==> src/design/pslq_pkg.sv <==
// constants and types of the process status and log query block
// Functional notes
// - input-state query answers 24-bit word in decimal
// - input bit reads 1 high, 0 low
// - unassigned input-word bits always read zero
// - bits 16-23 carry process inputs one-eight
// - head control inputs sit at fixed bits
// - every process event appends a log entry
// - first query gives newest, next steps older
// - host repeats next; device ends with ampersand
// - readout shows log as at first query; here a write past the free slots drops the oldest unread entry
// - state/mode entry: stamp, bitfields, channel, value
// - general entry: stamp then event description
// - clear command discards every log entry
// - relay query answers 8-bit word in decimal
// - relay bit 1 means relay untrustworthy
package pslq_pkg;
   localparam int INPUT_WORD_W = 24;
   localparam int BIT_DEGAS = 2;
   localparam int BIT_FIL_LOCK = 3;
   localparam int BIT_KEY_INH = 4;
   localparam int BIT_ERASE_REQ = 7;
   localparam int BIT_REMOTE = 8;
   localparam int BIT_FIL_REQ = 9;
   localparam int BIT_TRIG_INH = 11;
   localparam int BIT_PROC_BASE = 16;
   localparam int HEAD_INPUTS = 7;
   localparam int PROC_INPUTS = 8;
   localparam int RELAY_W = 8;
   localparam int RAW_W = HEAD_INPUTS + PROC_INPUTS + RELAY_W;
   localparam logic [23:0] UNUSED_MASK = 24'h00F463;
   localparam int BCD_DIGITS = 8;
   localparam int BCD_W = 32;
   localparam logic [4:0] CONV_STEPS = 5'h18;
   localparam int LOG_DEPTH = 16;
   localparam int PTR_W = 4;
   localparam int CNT_W = 5;
   localparam logic [PTR_W-1:0] PTR_ONE = 4'h1;
   localparam logic [CNT_W-1:0] CNT_ONE = 5'h01;
   localparam logic [CNT_W-1:0] LOG_FULL = 5'h10;
   localparam int STAMP_W = 32;
   localparam int CODE_W = 8;
   localparam int CHAN_W = 3;
   localparam logic [7:0] END_MARKER = 8'h26;
   localparam logic [1:0] SETTLE_DONE = 2'h3;

   typedef enum logic [2:0] {
      CMD_NONE = 3'h0,
      CMD_INPUT_STATE = 3'h1,
      CMD_LOG_FIRST = 3'h2,
      CMD_LOG_NEXT = 3'h3,
      CMD_LOG_CLEAR = 3'h4,
      CMD_RELAY_FAULT = 3'h5
   } pslq_cmd_e;

   typedef enum logic [1:0] {
      RESP_WORD = 2'h0,
      RESP_ENTRY = 2'h1,
      RESP_END = 2'h2
   } pslq_resp_e;

   typedef enum logic [1:0] {
      ENTRY_STATE = 2'h0,
      ENTRY_MODE = 2'h1,
      ENTRY_EVENT = 2'h2
   } pslq_entry_e;

   typedef enum logic [1:0] {
      ST_IDLE = 2'h0,
      ST_CONVERT = 2'h1,
      ST_ANSWER = 2'h3
   } pslq_state_e;

   typedef struct packed {
      pslq_entry_e kind;
      logic [STAMP_W-1:0] stamp;
      logic [7:0] state_bits;
      logic [7:0] mode_bits;
      logic [CHAN_W-1:0] channel;
      logic value;
      logic [CODE_W-1:0] code;
   } pslq_entry_s;
endpackage : pslq_pkg

==> src/design/pslq_bcd_convert.sv <==
// sequential binary to decimal digit converter for the query answers
`timescale 1ns/100ps
module pslq_bcd_convert (
   // clock and reset
   input wire logic i_clock,
   input wire logic i_reset,
   // request
   input wire logic i_start,
   input wire logic [pslq_pkg::INPUT_WORD_W-1:0] i_value,
   // result
   output logic o_busy,
   output logic o_done,
   output logic [pslq_pkg::BCD_W-1:0] o_bcd
);
   import pslq_pkg::*;

   logic [INPUT_WORD_W-1:0] shift;
   logic [INPUT_WORD_W-1:0] next_shift;
   logic [BCD_W-1:0] next_bcd;
   logic [BCD_W-1:0] adjusted;
   logic [4:0] step;
   logic [4:0] next_step;
   logic next_busy;
   logic next_done;

   // one bit per cycle: slow, but a query answer is not time critical
   always_comb begin
      adjusted = o_bcd;
      for (int d = 0; d < BCD_DIGITS; d++) begin
         if (o_bcd[4*d +: 4] > 4'h4) begin
            adjusted[4*d +: 4] = o_bcd[4*d +: 4] + 4'h3;
         end
      end
      next_shift = shift;
      next_bcd = o_bcd;
      next_step = step;
      next_busy = o_busy;
      next_done = 1'b0;
      if (o_busy) begin
         next_bcd = {adjusted[BCD_W-2:0], shift[INPUT_WORD_W-1]};
         next_shift = {shift[INPUT_WORD_W-2:0], 1'b0};
         next_step = step - 5'h01;
         if (step == 5'h01) begin
            next_busy = 1'b0;
            next_done = 1'b1;
         end
      end else if (i_start) begin
         next_shift = i_value;
         next_bcd = '0;
         next_step = CONV_STEPS;
         next_busy = 1'b1;
      end
   end

   always_ff @(posedge i_clock or posedge i_reset) begin
      if (i_reset) begin
         shift <= '0;
         o_bcd <= '0;
         step <= '0;
         o_busy <= 1'b0;
         o_done <= 1'b0;
      end else begin
         shift <= next_shift;
         o_bcd <= next_bcd;
         step <= next_step;
         o_busy <= next_busy;
         o_done <= next_done;
      end
   end

   // checking aids
   logic [INPUT_WORD_W-1:0] value_hold;
   always_ff @(posedge i_clock or posedge i_reset) begin
      if (i_reset) begin
         value_hold <= '0;
      end else if (i_start && !o_busy) begin
         value_hold <= i_value;
      end
   end

   function automatic logic [INPUT_WORD_W-1:0] bcd_value(input logic [BCD_W-1:0] b);
      int acc;
      acc = 0;
      for (int d = BCD_DIGITS - 1; d >= 0; d--) begin
         acc = acc * 10 + int'(b[4*d +: 4]);
      end
      return acc[INPUT_WORD_W-1:0];
   endfunction : bcd_value
endmodule : pslq_bcd_convert

==> src/design/pslq_process_status_log_query.sv <==
// input-state and relay fault queries with a snapshot-read process event log
`timescale 1ns/100ps
module pslq_process_status_log_query (
   // clock and reset
   input wire logic i_clock,
   input wire logic i_reset,
   // analyzer-head control pins
   input wire logic i_head_degas_active,
   input wire logic i_filament_lockout,
   input wire logic i_keypad_inhibit,
   input wire logic i_history_erase_request,
   input wire logic i_remote_control_allow,
   input wire logic i_filament_request,
   input wire logic i_scan_trigger_inhibit,
   // process control pins and relay monitor
   input wire logic [pslq_pkg::PROC_INPUTS-1:0] i_process_inputs,
   input wire logic [pslq_pkg::RELAY_W-1:0] i_relay_fault,
   // command from the host interpreter
   input wire logic i_cmd_valid,
   input wire pslq_pkg::pslq_cmd_e i_cmd,
   output logic o_cmd_ready,
   // process events to log
   input wire logic i_event_valid,
   input wire pslq_pkg::pslq_entry_e i_event_kind,
   input wire logic [pslq_pkg::STAMP_W-1:0] i_event_stamp,
   input wire logic [7:0] i_event_state_bits,
   input wire logic [7:0] i_event_mode_bits,
   input wire logic [pslq_pkg::CHAN_W-1:0] i_event_channel,
   input wire logic i_event_value,
   input wire logic [pslq_pkg::CODE_W-1:0] i_event_code,
   // answer
   output logic o_resp_valid,
   output pslq_pkg::pslq_resp_e o_resp_kind,
   output logic [pslq_pkg::BCD_W-1:0] o_resp_decimal,
   output logic [7:0] o_resp_char,
   output pslq_pkg::pslq_entry_e o_entry_kind,
   output logic [pslq_pkg::STAMP_W-1:0] o_entry_stamp,
   output logic [7:0] o_entry_state_bits,
   output logic [7:0] o_entry_mode_bits,
   output logic [pslq_pkg::CHAN_W-1:0] o_entry_channel,
   output logic o_entry_value,
   output logic [pslq_pkg::CODE_W-1:0] o_entry_code,
   // status
   output logic [pslq_pkg::CNT_W-1:0] o_log_count,
   output logic o_readout_active
);
   import pslq_pkg::*;

   // pin synchroniser: sync_meta feeds sync_pins only
   logic [RAW_W-1:0] raw_pins;
   logic [RAW_W-1:0] sync_meta;
   logic [RAW_W-1:0] sync_pins;
   assign raw_pins = {i_relay_fault, i_process_inputs, i_scan_trigger_inhibit,
                      i_filament_request, i_remote_control_allow, i_history_erase_request,
                      i_keypad_inhibit, i_filament_lockout, i_head_degas_active};

   always_ff @(posedge i_clock or posedge i_reset) begin
      if (i_reset) begin
         sync_meta <= '0;
         sync_pins <= '0;
      end else begin
         sync_meta <= raw_pins;
         sync_pins <= sync_meta;
      end
   end

   logic [PROC_INPUTS-1:0] proc_level;
   logic [RELAY_W-1:0] relay_level;
   logic [INPUT_WORD_W-1:0] input_word;
   assign proc_level = sync_pins[HEAD_INPUTS +: PROC_INPUTS];
   assign relay_level = sync_pins[HEAD_INPUTS + PROC_INPUTS +: RELAY_W];

   // levels pass straight through, so high reads 1 and low reads 0
   always_comb begin
      input_word = '0;
      input_word[BIT_DEGAS] = sync_pins[0];
      input_word[BIT_FIL_LOCK] = sync_pins[1];
      input_word[BIT_KEY_INH] = sync_pins[2];
      input_word[BIT_ERASE_REQ] = sync_pins[3];
      input_word[BIT_REMOTE] = sync_pins[4];
      input_word[BIT_FIL_REQ] = sync_pins[5];
      input_word[BIT_TRIG_INH] = sync_pins[6];
      input_word[BIT_PROC_BASE +: PROC_INPUTS] = proc_level;
   end

   // event log storage
   pslq_entry_s log_mem [LOG_DEPTH];
   pslq_entry_s event_entry;
   pslq_entry_s newest;
   pslq_entry_s older;
   pslq_entry_s resp_entry;
   pslq_entry_s next_entry;
   logic [PTR_W-1:0] wr_ptr;
   logic [PTR_W-1:0] next_wr_ptr;
   logic [PTR_W-1:0] rd_ptr;
   logic [PTR_W-1:0] next_rd_ptr;
   logic [CNT_W-1:0] next_count;
   logic [CNT_W-1:0] remaining;
   logic [CNT_W-1:0] next_remaining;
   logic [CNT_W-1:0] headroom;
   logic [CNT_W-1:0] next_headroom;
   logic next_active;

   // field order of an entry is stamp, bitfields, channel, value or description
   assign event_entry = '{kind: i_event_kind, stamp: i_event_stamp,
                          state_bits: i_event_state_bits, mode_bits: i_event_mode_bits,
                          channel: i_event_channel, value: i_event_value,
                          code: i_event_code};
   assign newest = log_mem[wr_ptr - PTR_ONE];
   assign older = log_mem[rd_ptr];

   always_ff @(posedge i_clock) begin
      if (i_event_valid) begin
         log_mem[wr_ptr] <= event_entry;
      end
   end

   // command sequencing
   pslq_state_e state;
   pslq_state_e next_state;
   logic take;
   logic clear_cmd;
   logic conv_start;
   logic conv_done;
   logic [INPUT_WORD_W-1:0] conv_value;
   logic [BCD_W-1:0] conv_bcd;
   logic next_resp_valid;
   pslq_resp_e next_resp_kind;
   logic [BCD_W-1:0] next_resp_decimal;
   logic [7:0] next_resp_char;

   assign o_cmd_ready = (state == ST_IDLE);
   assign take = i_cmd_valid && o_cmd_ready;
   assign clear_cmd = take && (i_cmd == CMD_LOG_CLEAR);
   assign conv_start = take && ((i_cmd == CMD_INPUT_STATE) || (i_cmd == CMD_RELAY_FAULT));
   assign conv_value = (i_cmd == CMD_RELAY_FAULT) ?
                       {{(INPUT_WORD_W - RELAY_W){1'b0}}, relay_level} : input_word;

   pslq_bcd_convert u_convert (
      .i_clock(i_clock),
      .i_reset(i_reset),
      .i_start(conv_start),
      .i_value(conv_value),
      .o_busy(),
      .o_done(conv_done),
      .o_bcd(conv_bcd)
   );

   always_comb begin
      next_state = state;
      next_wr_ptr = wr_ptr;
      next_count = o_log_count;
      next_rd_ptr = rd_ptr;
      next_remaining = remaining;
      next_headroom = headroom;
      next_active = o_readout_active;
      next_resp_valid = 1'b0;
      next_resp_kind = o_resp_kind;
      next_resp_decimal = o_resp_decimal;
      next_resp_char = o_resp_char;
      next_entry = resp_entry;
      case (state)
         ST_IDLE: begin
            if (take) begin
               case (i_cmd)
                  CMD_INPUT_STATE, CMD_RELAY_FAULT: begin
                     next_state = ST_CONVERT;
                  end
                  CMD_LOG_FIRST: begin
                     next_state = ST_ANSWER;
                     next_resp_valid = 1'b1;
                     if (o_log_count != '0) begin
                        next_resp_kind = RESP_ENTRY;
                        next_entry = newest;
                        next_rd_ptr = wr_ptr - PTR_ONE - PTR_ONE;
                        next_remaining = o_log_count - CNT_ONE;
                        next_headroom = LOG_FULL - o_log_count;
                        next_active = 1'b1;
                     end else begin
                        next_resp_kind = RESP_END;
                        next_resp_char = END_MARKER;
                        next_remaining = '0;
                        next_active = 1'b0;
                     end
                  end
                  CMD_LOG_NEXT: begin
                     next_state = ST_ANSWER;
                     next_resp_valid = 1'b1;
                     if (o_readout_active && (remaining != '0)) begin
                        next_resp_kind = RESP_ENTRY;
                        next_entry = older;
                        next_rd_ptr = rd_ptr - PTR_ONE;
                        next_remaining = remaining - CNT_ONE;
                     end else begin
                        next_resp_kind = RESP_END;
                        next_resp_char = END_MARKER;
                        next_active = 1'b0;
                     end
                  end
                  CMD_LOG_CLEAR: begin
                     next_count = '0;
                     next_remaining = '0;
                     next_active = 1'b0;
                  end
                  default: begin
                     next_state = ST_IDLE;
                  end
               endcase
            end
         end
         ST_CONVERT: begin
            if (conv_done) begin
               next_state = ST_ANSWER;
               next_resp_valid = 1'b1;
               next_resp_kind = RESP_WORD;
               next_resp_decimal = conv_bcd;
            end
         end
         ST_ANSWER: begin
            next_state = ST_IDLE;
         end
         default: begin
            next_state = ST_IDLE;
         end
      endcase
      // an event in the clear cycle survives the clear
      if (i_event_valid) begin
         next_wr_ptr = wr_ptr + PTR_ONE;
         if (next_count != LOG_FULL) begin
            next_count = next_count + CNT_ONE;
         end
         // once the free slots are used, each write eats the oldest unread entry
         if (next_active) begin
            if (next_headroom != '0) begin
               next_headroom = next_headroom - CNT_ONE;
            end else if (next_remaining != '0) begin
               next_remaining = next_remaining - CNT_ONE;
            end
         end
      end
   end

   always_ff @(posedge i_clock or posedge i_reset) begin
      if (i_reset) begin
         state <= ST_IDLE;
         wr_ptr <= '0;
         o_log_count <= '0;
         rd_ptr <= '0;
         remaining <= '0;
         headroom <= '0;
         o_readout_active <= 1'b0;
         o_resp_valid <= 1'b0;
         o_resp_kind <= RESP_WORD;
         o_resp_decimal <= '0;
         o_resp_char <= '0;
         resp_entry <= '0;
      end else begin
         state <= next_state;
         wr_ptr <= next_wr_ptr;
         o_log_count <= next_count;
         rd_ptr <= next_rd_ptr;
         remaining <= next_remaining;
         headroom <= next_headroom;
         o_readout_active <= next_active;
         o_resp_valid <= next_resp_valid;
         o_resp_kind <= next_resp_kind;
         o_resp_decimal <= next_resp_decimal;
         o_resp_char <= next_resp_char;
         resp_entry <= next_entry;
      end
   end

   assign o_entry_kind = resp_entry.kind;
   assign o_entry_stamp = resp_entry.stamp;
   assign o_entry_state_bits = resp_entry.state_bits;
   assign o_entry_mode_bits = resp_entry.mode_bits;
   assign o_entry_channel = resp_entry.channel;
   assign o_entry_value = resp_entry.value;
   assign o_entry_code = resp_entry.code;

   // checking aids
   logic [1:0] settle;
   always_ff @(posedge i_clock or posedge i_reset) begin
      if (i_reset) begin
         settle <= '0;
      end else if (settle != SETTLE_DONE) begin
         settle <= settle + 2'h1;
      end
   end
endmodule : pslq_process_status_log_query

==> config.mk <==
export PLATFORM = sky130hd
export DESIGN_NAME = pslq_process_status_log_query
export DESIGN_NICKNAME = d
export VERILOG_FILES = /design/src/design/pslq_pkg.sv /design/src/design/pslq_bcd_convert.sv /design/src/design/pslq_process_status_log_query.sv
export SDC_FILE = /design/constraint.sdc
export NUM_CORES = 2
export LEC_CHECK = 0
export BUFFER_PORTS_ARGS = -buffer_cell sky130_fd_sc_hd__buf_2
export CAP_MARGIN = 0
export CORE_ASPECT_RATIO = 0.9
export CORE_MARGIN = 2
export CORE_UTILIZATION = 54
export CTS_CLUSTER_DIAMETER = 40
export DETAILED_ROUTE_END_ITERATION = 10
export GPL_TIMING_DRIVEN = 0
export PLACE_DENSITY = 0.78
export SLEW_MARGIN = 15
export SYNTH_ARGS = -nofsm -noshare
export SYNTH_HDL_FRONTEND = slang
export SYNTH_HIERARCHICAL = 1
export SYNTH_SLANG_ARGS = --single-unit
==> constraint.sdc <==
create_clock -name i_clock -period 9.15 [get_ports i_clock]
set_input_delay 1.83 -clock i_clock [delete_from_list [all_inputs] [get_ports i_clock]]
set_output_delay 1.83 -clock i_clock [all_outputs]
set_load 0.02 [all_outputs]
Yosys cells after proc, flatten, opt, wreduce, memory -nomap -nowiden
Memory sizes are Yosys's and may differ from the RTL's.
Cells that the tools add are included.
W data, S select, Z words.
Storage, ports and cells
  bits in writable memories: 992
  register bits after elaboration: 240
  input port bits: 92
  memories: 1
  output and inout bits: 112
Memory list
  log_mem: words 16, bits a word 62, read ports 2, clocked after Yosys merged registers in 0, wr ports 1, line pslq_process_status_log_query.sv:87  | pslq_entry_s log_mem [LOG_DEPTH];
Operators by class
  reduce and logical (&&, ||, !) cells: 19
  eq/ne operators: 16
  multiplexer cells: 71
  add/subtract/negate cells: 19
  $lt $le $gt $ge: 8
Operator list (number)
  $mux W62: 2
  $pmux W62 S2: 1
  $mux W5: 22
  $mux W24: 3
  $mux W32: 2
  $mux W4: 9
  $gt A4 B3 Y1 const B: 8
  $add A4 B2 Y4 const B: 7
  $sub A5 B1 Y5 const B: 5
  $reduce_bool A5 Y1: 4
  $mux W8: 2
  $pmux W8 S2: 1
  $pmux W5 S3: 1
  $mux W1: 14
  $mux W2: 6
  $pmux W2 S2: 3
  $sub A4 B1 Y4 const B: 3
  $ne A2 B2 Y1 const B: 5
  $reduce_and A5 Y1: 2
  $pmux W4 S2: 1
  $eq A3 B2 Y1 const B: 2
  $eq A3 B3 Y1 const B: 2
  $pmux W2 S3: 1
  $reduce_bool A2 Y1: 3
  20 further kinds: 24

Depth between registers and ports, before layout
  word-level depth: 11
  gate-level depth with buffers: 17
  depth with buffers taken out: 11

By module
The synthesis kept the hierarchy.
Modules (own cells, without submodules)
  pslq_process_status_log_query: area an instance 51987.4 um^2, cells an instance 2572, times used 1, sequential area each 34042.6 um^2
  pslq_bcd_convert: area an instance 3435.8 um^2, cells an instance 346, times used 1, sequential area each 1576.5 um^2

Worst setup path before layout
Ideal clock, no wire load.
  path kind: input to register
  start: input i_event_valid
  end: memory log_mem[11][0] (netlist bit) (enable)
  cell stages on the path: 3
  setup slack: 1.735 ns
  required time: 8.579 ns
  data arrival time: 6.844 ns
  buffers on the path: 1
  setup time: 0.571 ns
  path through: buf_1 > nand2_1 > nor3b_1
On the way
  longest elaborated chain between the ends: 2
Ends and longest elaborated chain
  from (decl): line pslq_process_status_log_query.sv:23  | input wire logic i_event_valid,
  $mux W1: line pslq_process_status_log_query.sv:113  | if (i_event_valid) begin
  $mux W1 (not written as such): line pslq_process_status_log_query.sv:114  | log_mem[wr_ptr] <= event_entry;
  to (decl): line pslq_process_status_log_query.sv:87
No other way between the ends.

Worst setup path after layout
  start: register wr_ptr[0]
  end: register resp_entry, in the netlist o_entry_stamp[14]
On the way
  longest elaborated chain between the ends: 4
Ends and longest elaborated chain
  from (decl): line pslq_process_status_log_query.sv:93  | logic [PTR_W-1:0] wr_ptr;
  from (signal assigned): line pslq_process_status_log_query.sv:259  | wr_ptr <= next_wr_ptr;
  $sub A4 B1 Y4: line pslq_process_status_log_query.sv:109  | assign newest = log_mem[wr_ptr - PTR_ONE];
  $mem_v2 Z16 W62
  $mux W62: line pslq_process_status_log_query.sv:172  | if (o_log_count != '0) begin
  $pmux W62 S2: line pslq_process_status_log_query.sv:165  | case (i_cmd)
  to (signal assigned): line pslq_process_status_log_query.sv:269  | resp_entry <= next_entry;
  to (decl): line pslq_process_status_log_query.sv:91  | pslq_entry_s resp_entry;
No other way between the ends. The select of a mux whose other input is x is not followed.
A chain may end at the register's enable or synchronous reset.

==> summary.md <==
| Metric | Value |
|---|---|
| Hold_buf cts | `0` |
| Least-Margin Pin Slew | `1.28 ns` |
| Net count, final | `3437` |
| CP Capture Type | `register` |
| CP cell instances | `buf_2 -> buf_6 -> buf_6 -> buf_2 -> inv_1 -> ha_1 -> buf_2 -> buf_2 -> buf_2 -> clkbuf_1 -> mux4_2 -> mux2i_1 -> a32oi_1 -> o21ai_1 -> o21ai_1` |
| Yosys warns | `6` |
| Skew-Pair Late Insertion Delay | `0.76 ns` |
| Maximum resistive drop on vdd | `0.000258 V` |
| RePlAce Congestion | `0.852` |
| Net Sw Power | `8.77 mW` |
| Clock root cell | `clkbuf_16` |
| Flop pwr share | `31.1%` |
| First-pass GRT wire length | `233 mm` |
| Largest net degree at the start of global routing | `89` |
| Net Sw Frac | `37.3%` |
| Vias per inst | `7.06` |
| Via count | `33900` |
| Req. time, crit path | `9.75 ns` |
| Setup CP Type | `register to register` |
| Pwr/cell area | `369 mW/mm^2` |
| Iteration-0 DRC Markers | `5976` |
| Clk pin slew, worst setup/hold paths | `0.06 ns` |
| Leak | `22.1 nW` |
| PostCTS Resize Cnt | `0` |
| Cell count after synthesis | `2918` |
| Ys async rst share | `19.0%` |
| Synth Register Bits | `1225` |
| Max-slew violations | `0` |
| # IOs | `204` |
| Layout area overhead | `15.0%` |
| CTS H-tree depth | `4` |
| Fmax achieved | `0.191 GHz` |
| Final core occ | `62.6%` |
| Syn_area_per_cell | `19.0 um^2` |
| Residual DRC | `0` |
| CP startpoint kind | `register` |
| Hold Crit Start | `sync_meta[10]` |
| Die width | `342 um` |
| Num CTS Buffers | `145` |
| Layout cells sized above 1 | `35.8%` |
| Hold path endpoint | `sync_pins[10]` |
| Post-DP HPWL | `99.1 mm` |
| Setup TNS | `0 ns` |
| Clock Sinks | `1225` |
| 1st-pass router iterations | `6` |
| Worst slew margin | `14.6%` |
| P_int | `14.7 mW` |
| Setup repair after global routing missed its margin | `false` |
| Worst EP arrival | `5.85 ns` |
| Reg2Reg Depth | `15` |
| R2r startpoint | `wr_ptr[0]` |
| Final setup fails | `0` |
| Seq/Total Area, Yosys | `64.3%` |
| Vias in the first global route | `34000` |
| Setup slack, reg-to-reg | `3.90 ns` |
| Top cell by count, worst path | `buf_2` |
| CP max stage delay | `0.86 ns` |
| CTS Buffer Depth | `3` |
| Synth Cell Area | `0.0554 mm^2` |
| Min Tclk post-route | `5.25 ns` |
| Hold path cells | `0` |
| Clock power frac | `24.5%` |
| Die height | `308 um` |
| Main flop type after synthesis | `edfxtp_1` |
| Fin. Hold Viols | `0` |
| Final period util | `57.4%` |
| Drt total wl | `161 mm` |
| Post-CTS Repair Setup Buffers | `0` |
| Reg-to-reg endpoint | `o_entry_stamp[14]` |
| WL/cell | `33.6 um` |
| Site Rows | `111` |
| Die area | `0.105 mm^2` |
| Initial Util | `54.4%` |
| Post-synth EDFFs | `992` |
| Core area | `0.102 mm^2` |
| Fill cells | `6806` |
| Gr ovfl total | `0` |
| Comb power frac | `44.4%` |
| GRT Total Usage | `31.0%` |
| CTS tree | `yes` |
| Final Skew | `0.0342 ns` |
| Synth cell types | `69` |
| Path type of the worst min-delay path | `register to register` |
| Status | `completed` |
| # port buffers | `198` |
| Crit-path slowest cell | `clkbuf_1` |
| Maxcap violations | `0` |
| Antenna Nets Post-Route | `0` |
| Worst-path fanout max | `10` |
| Tot Pwr | `23.5 mW` |
| Initial antenna violation count | `17` |
[final cells by class]
cell class,instances,area [um^2],share of cell area [%]
plain buffers,216,1040,1.63
inverters,40,160,0.251
clock inverters,81,852,1.34
well taps,1356,1700,2.66
clock buffers,184,3950,6.20
flip-flops and latches,1225,35600,55.9
multi-input cells,1446,18700,29.4
repair buffers,247,1700,2.67
diodes,7,17.5,0.0275
[placed cells by master, fill, tap and decap left out, drive strengths merged, types with 42 or more instances in the layout]
cell    Yosys  layout
nand2     210     210
mux2i     101     101
inv        40      59
a32oi      42      42
clkbuf     98     282
dfrtp     233     233
buf       118     365
edfxtp    992     992
o21ai     169     169
mux4      579     579
[power by group through the flow]
stage / clock network [mW] / logic, mW / registers (mW)
after global routing: 6.01 / 10.9 / 7.37
after CTS: 5.77 / 10.3 / 7.28
after detailed placement: 0 / 10.1 / 7.37
after global placement: 0 / 9.85 / 7.41
final: 5.76 / 10.4 / 7.31
after floorplan: 0 / 6.69 / 7.50
[registers in the layout, summed over array words and instances, names as in the netlist, 2 cells and up]
| signal | cells |
|---|---|
| headroom | 5 |
| log_mem | 992 |
| o_entry_channel | 3 |
| o_entry_code | 8 |
| o_entry_kind | 2 |
| o_entry_mode_bits | 8 |
| o_entry_stamp | 32 |
| o_entry_state_bits | 8 |
| o_log_count | 5 |
| o_resp_decimal | 32 |
| o_resp_kind | 2 |
| rd_ptr | 4 |
| remaining | 5 |
| state | 2 |
| sync_meta | 23 |
| sync_pins | 23 |
| u_convert/o_bcd | 32 |
| u_convert/shift | 24 |
| u_convert/step | 5 |
| wr_ptr | 4 |
[metrics by stage]
stage	worst slack (ns)	area (um^2)	hold slack (ns)	instances
global route	3.81	63700	0.319	4797
detailed placement	4.19	58900	0.337	4530
global placement	-5.04	58100	0.333	4481
floorplan	1.74	55500	0.331	2927
CTS	4.09	63700	0.322	4795
finish	3.90	63800	0.325	4802
[worst max-delay path: cells and delay by family (launching register included)]
| family | cells | cell delay, ns |
|---|---|---|
| buffers and inverters | 9 | 3.29 |
| muxes | 2 | 0.64 |
| AOI/OAI and AO/OA | 3 | 0.47 |
| DFF | 1 | 0.38 |
| adders and majority gates | 1 | 0.31 |
[per-layer routing]
layer  share of wire [%]  vias up  track usage (%)
li1                    -    13000                -
met1                  34    17300             41.7
met2                  46     3158             46.5
met3                  15      531             10.0
met4                 5.0       14             14.3
met5               0.047        -                0
[worst max path at each step]
stage	start	endpoint	cells past startpoint
final	wr_ptr[0]	o_entry_stamp[14]	15
after global routing	wr_ptr[0]	o_entry_stamp[18]	15
after CTS	wr_ptr[0]	o_entry_stamp[18]	15
after detailed placement	wr_ptr[0]	o_entry_stamp[3]	15
after global placement	i_event_valid	log_mem[11][51]	4
after floorplan	i_event_valid	log_mem[11][0]	3
[cells by family after synthesis]
group,share of synthesized area (%)
adders and majority gates,0.542
DFF,64.3
AOI/OAI and AO/OA,3.13
and+or+nand+nor,3.51
buffers and inverters,2.14
other,0.00677
xor gates and xnor gates,0.251
muxes,26.2
[cells in the mapped netlist (14+ instances only)]
| cell type | n | area, um^2 |
|---|---|---|
| a32oi_1 | 42 | 368 |
| a21oi_1 | 19 | 95.1 |
| inv_1 | 40 | 150 |
| clkbuf_1 | 98 | 368 |
| edfxtp_1 | 992 | 29800 |
| nor3b_1 | 16 | 120 |
| or3_1 | 17 | 106 |
| mux4_2 | 579 | 13000 |
| and2_1 | 24 | 150 |
| nand2_1 | 209 | 785 |
| dfrtp_1 | 233 | 5830 |
| o21ai_0 | 58 | 290 |
| mux2i_1 | 101 | 1010 |
| buf_1 | 18 | 67.6 |
| nor2b_1 | 14 | 87.6 |
| ha_1 | 24 | 300 |
| nand3_1 | 15 | 75.1 |
| nor2_1 | 32 | 120 |
| o21ai_1 | 108 | 541 |
| mux2_2 | 37 | 417 |
| nor3_1 | 21 | 105 |
| buf_2 | 77 | 385 |
| buf_4 | 14 | 105 |
Power figures use the tool's default switching activity.
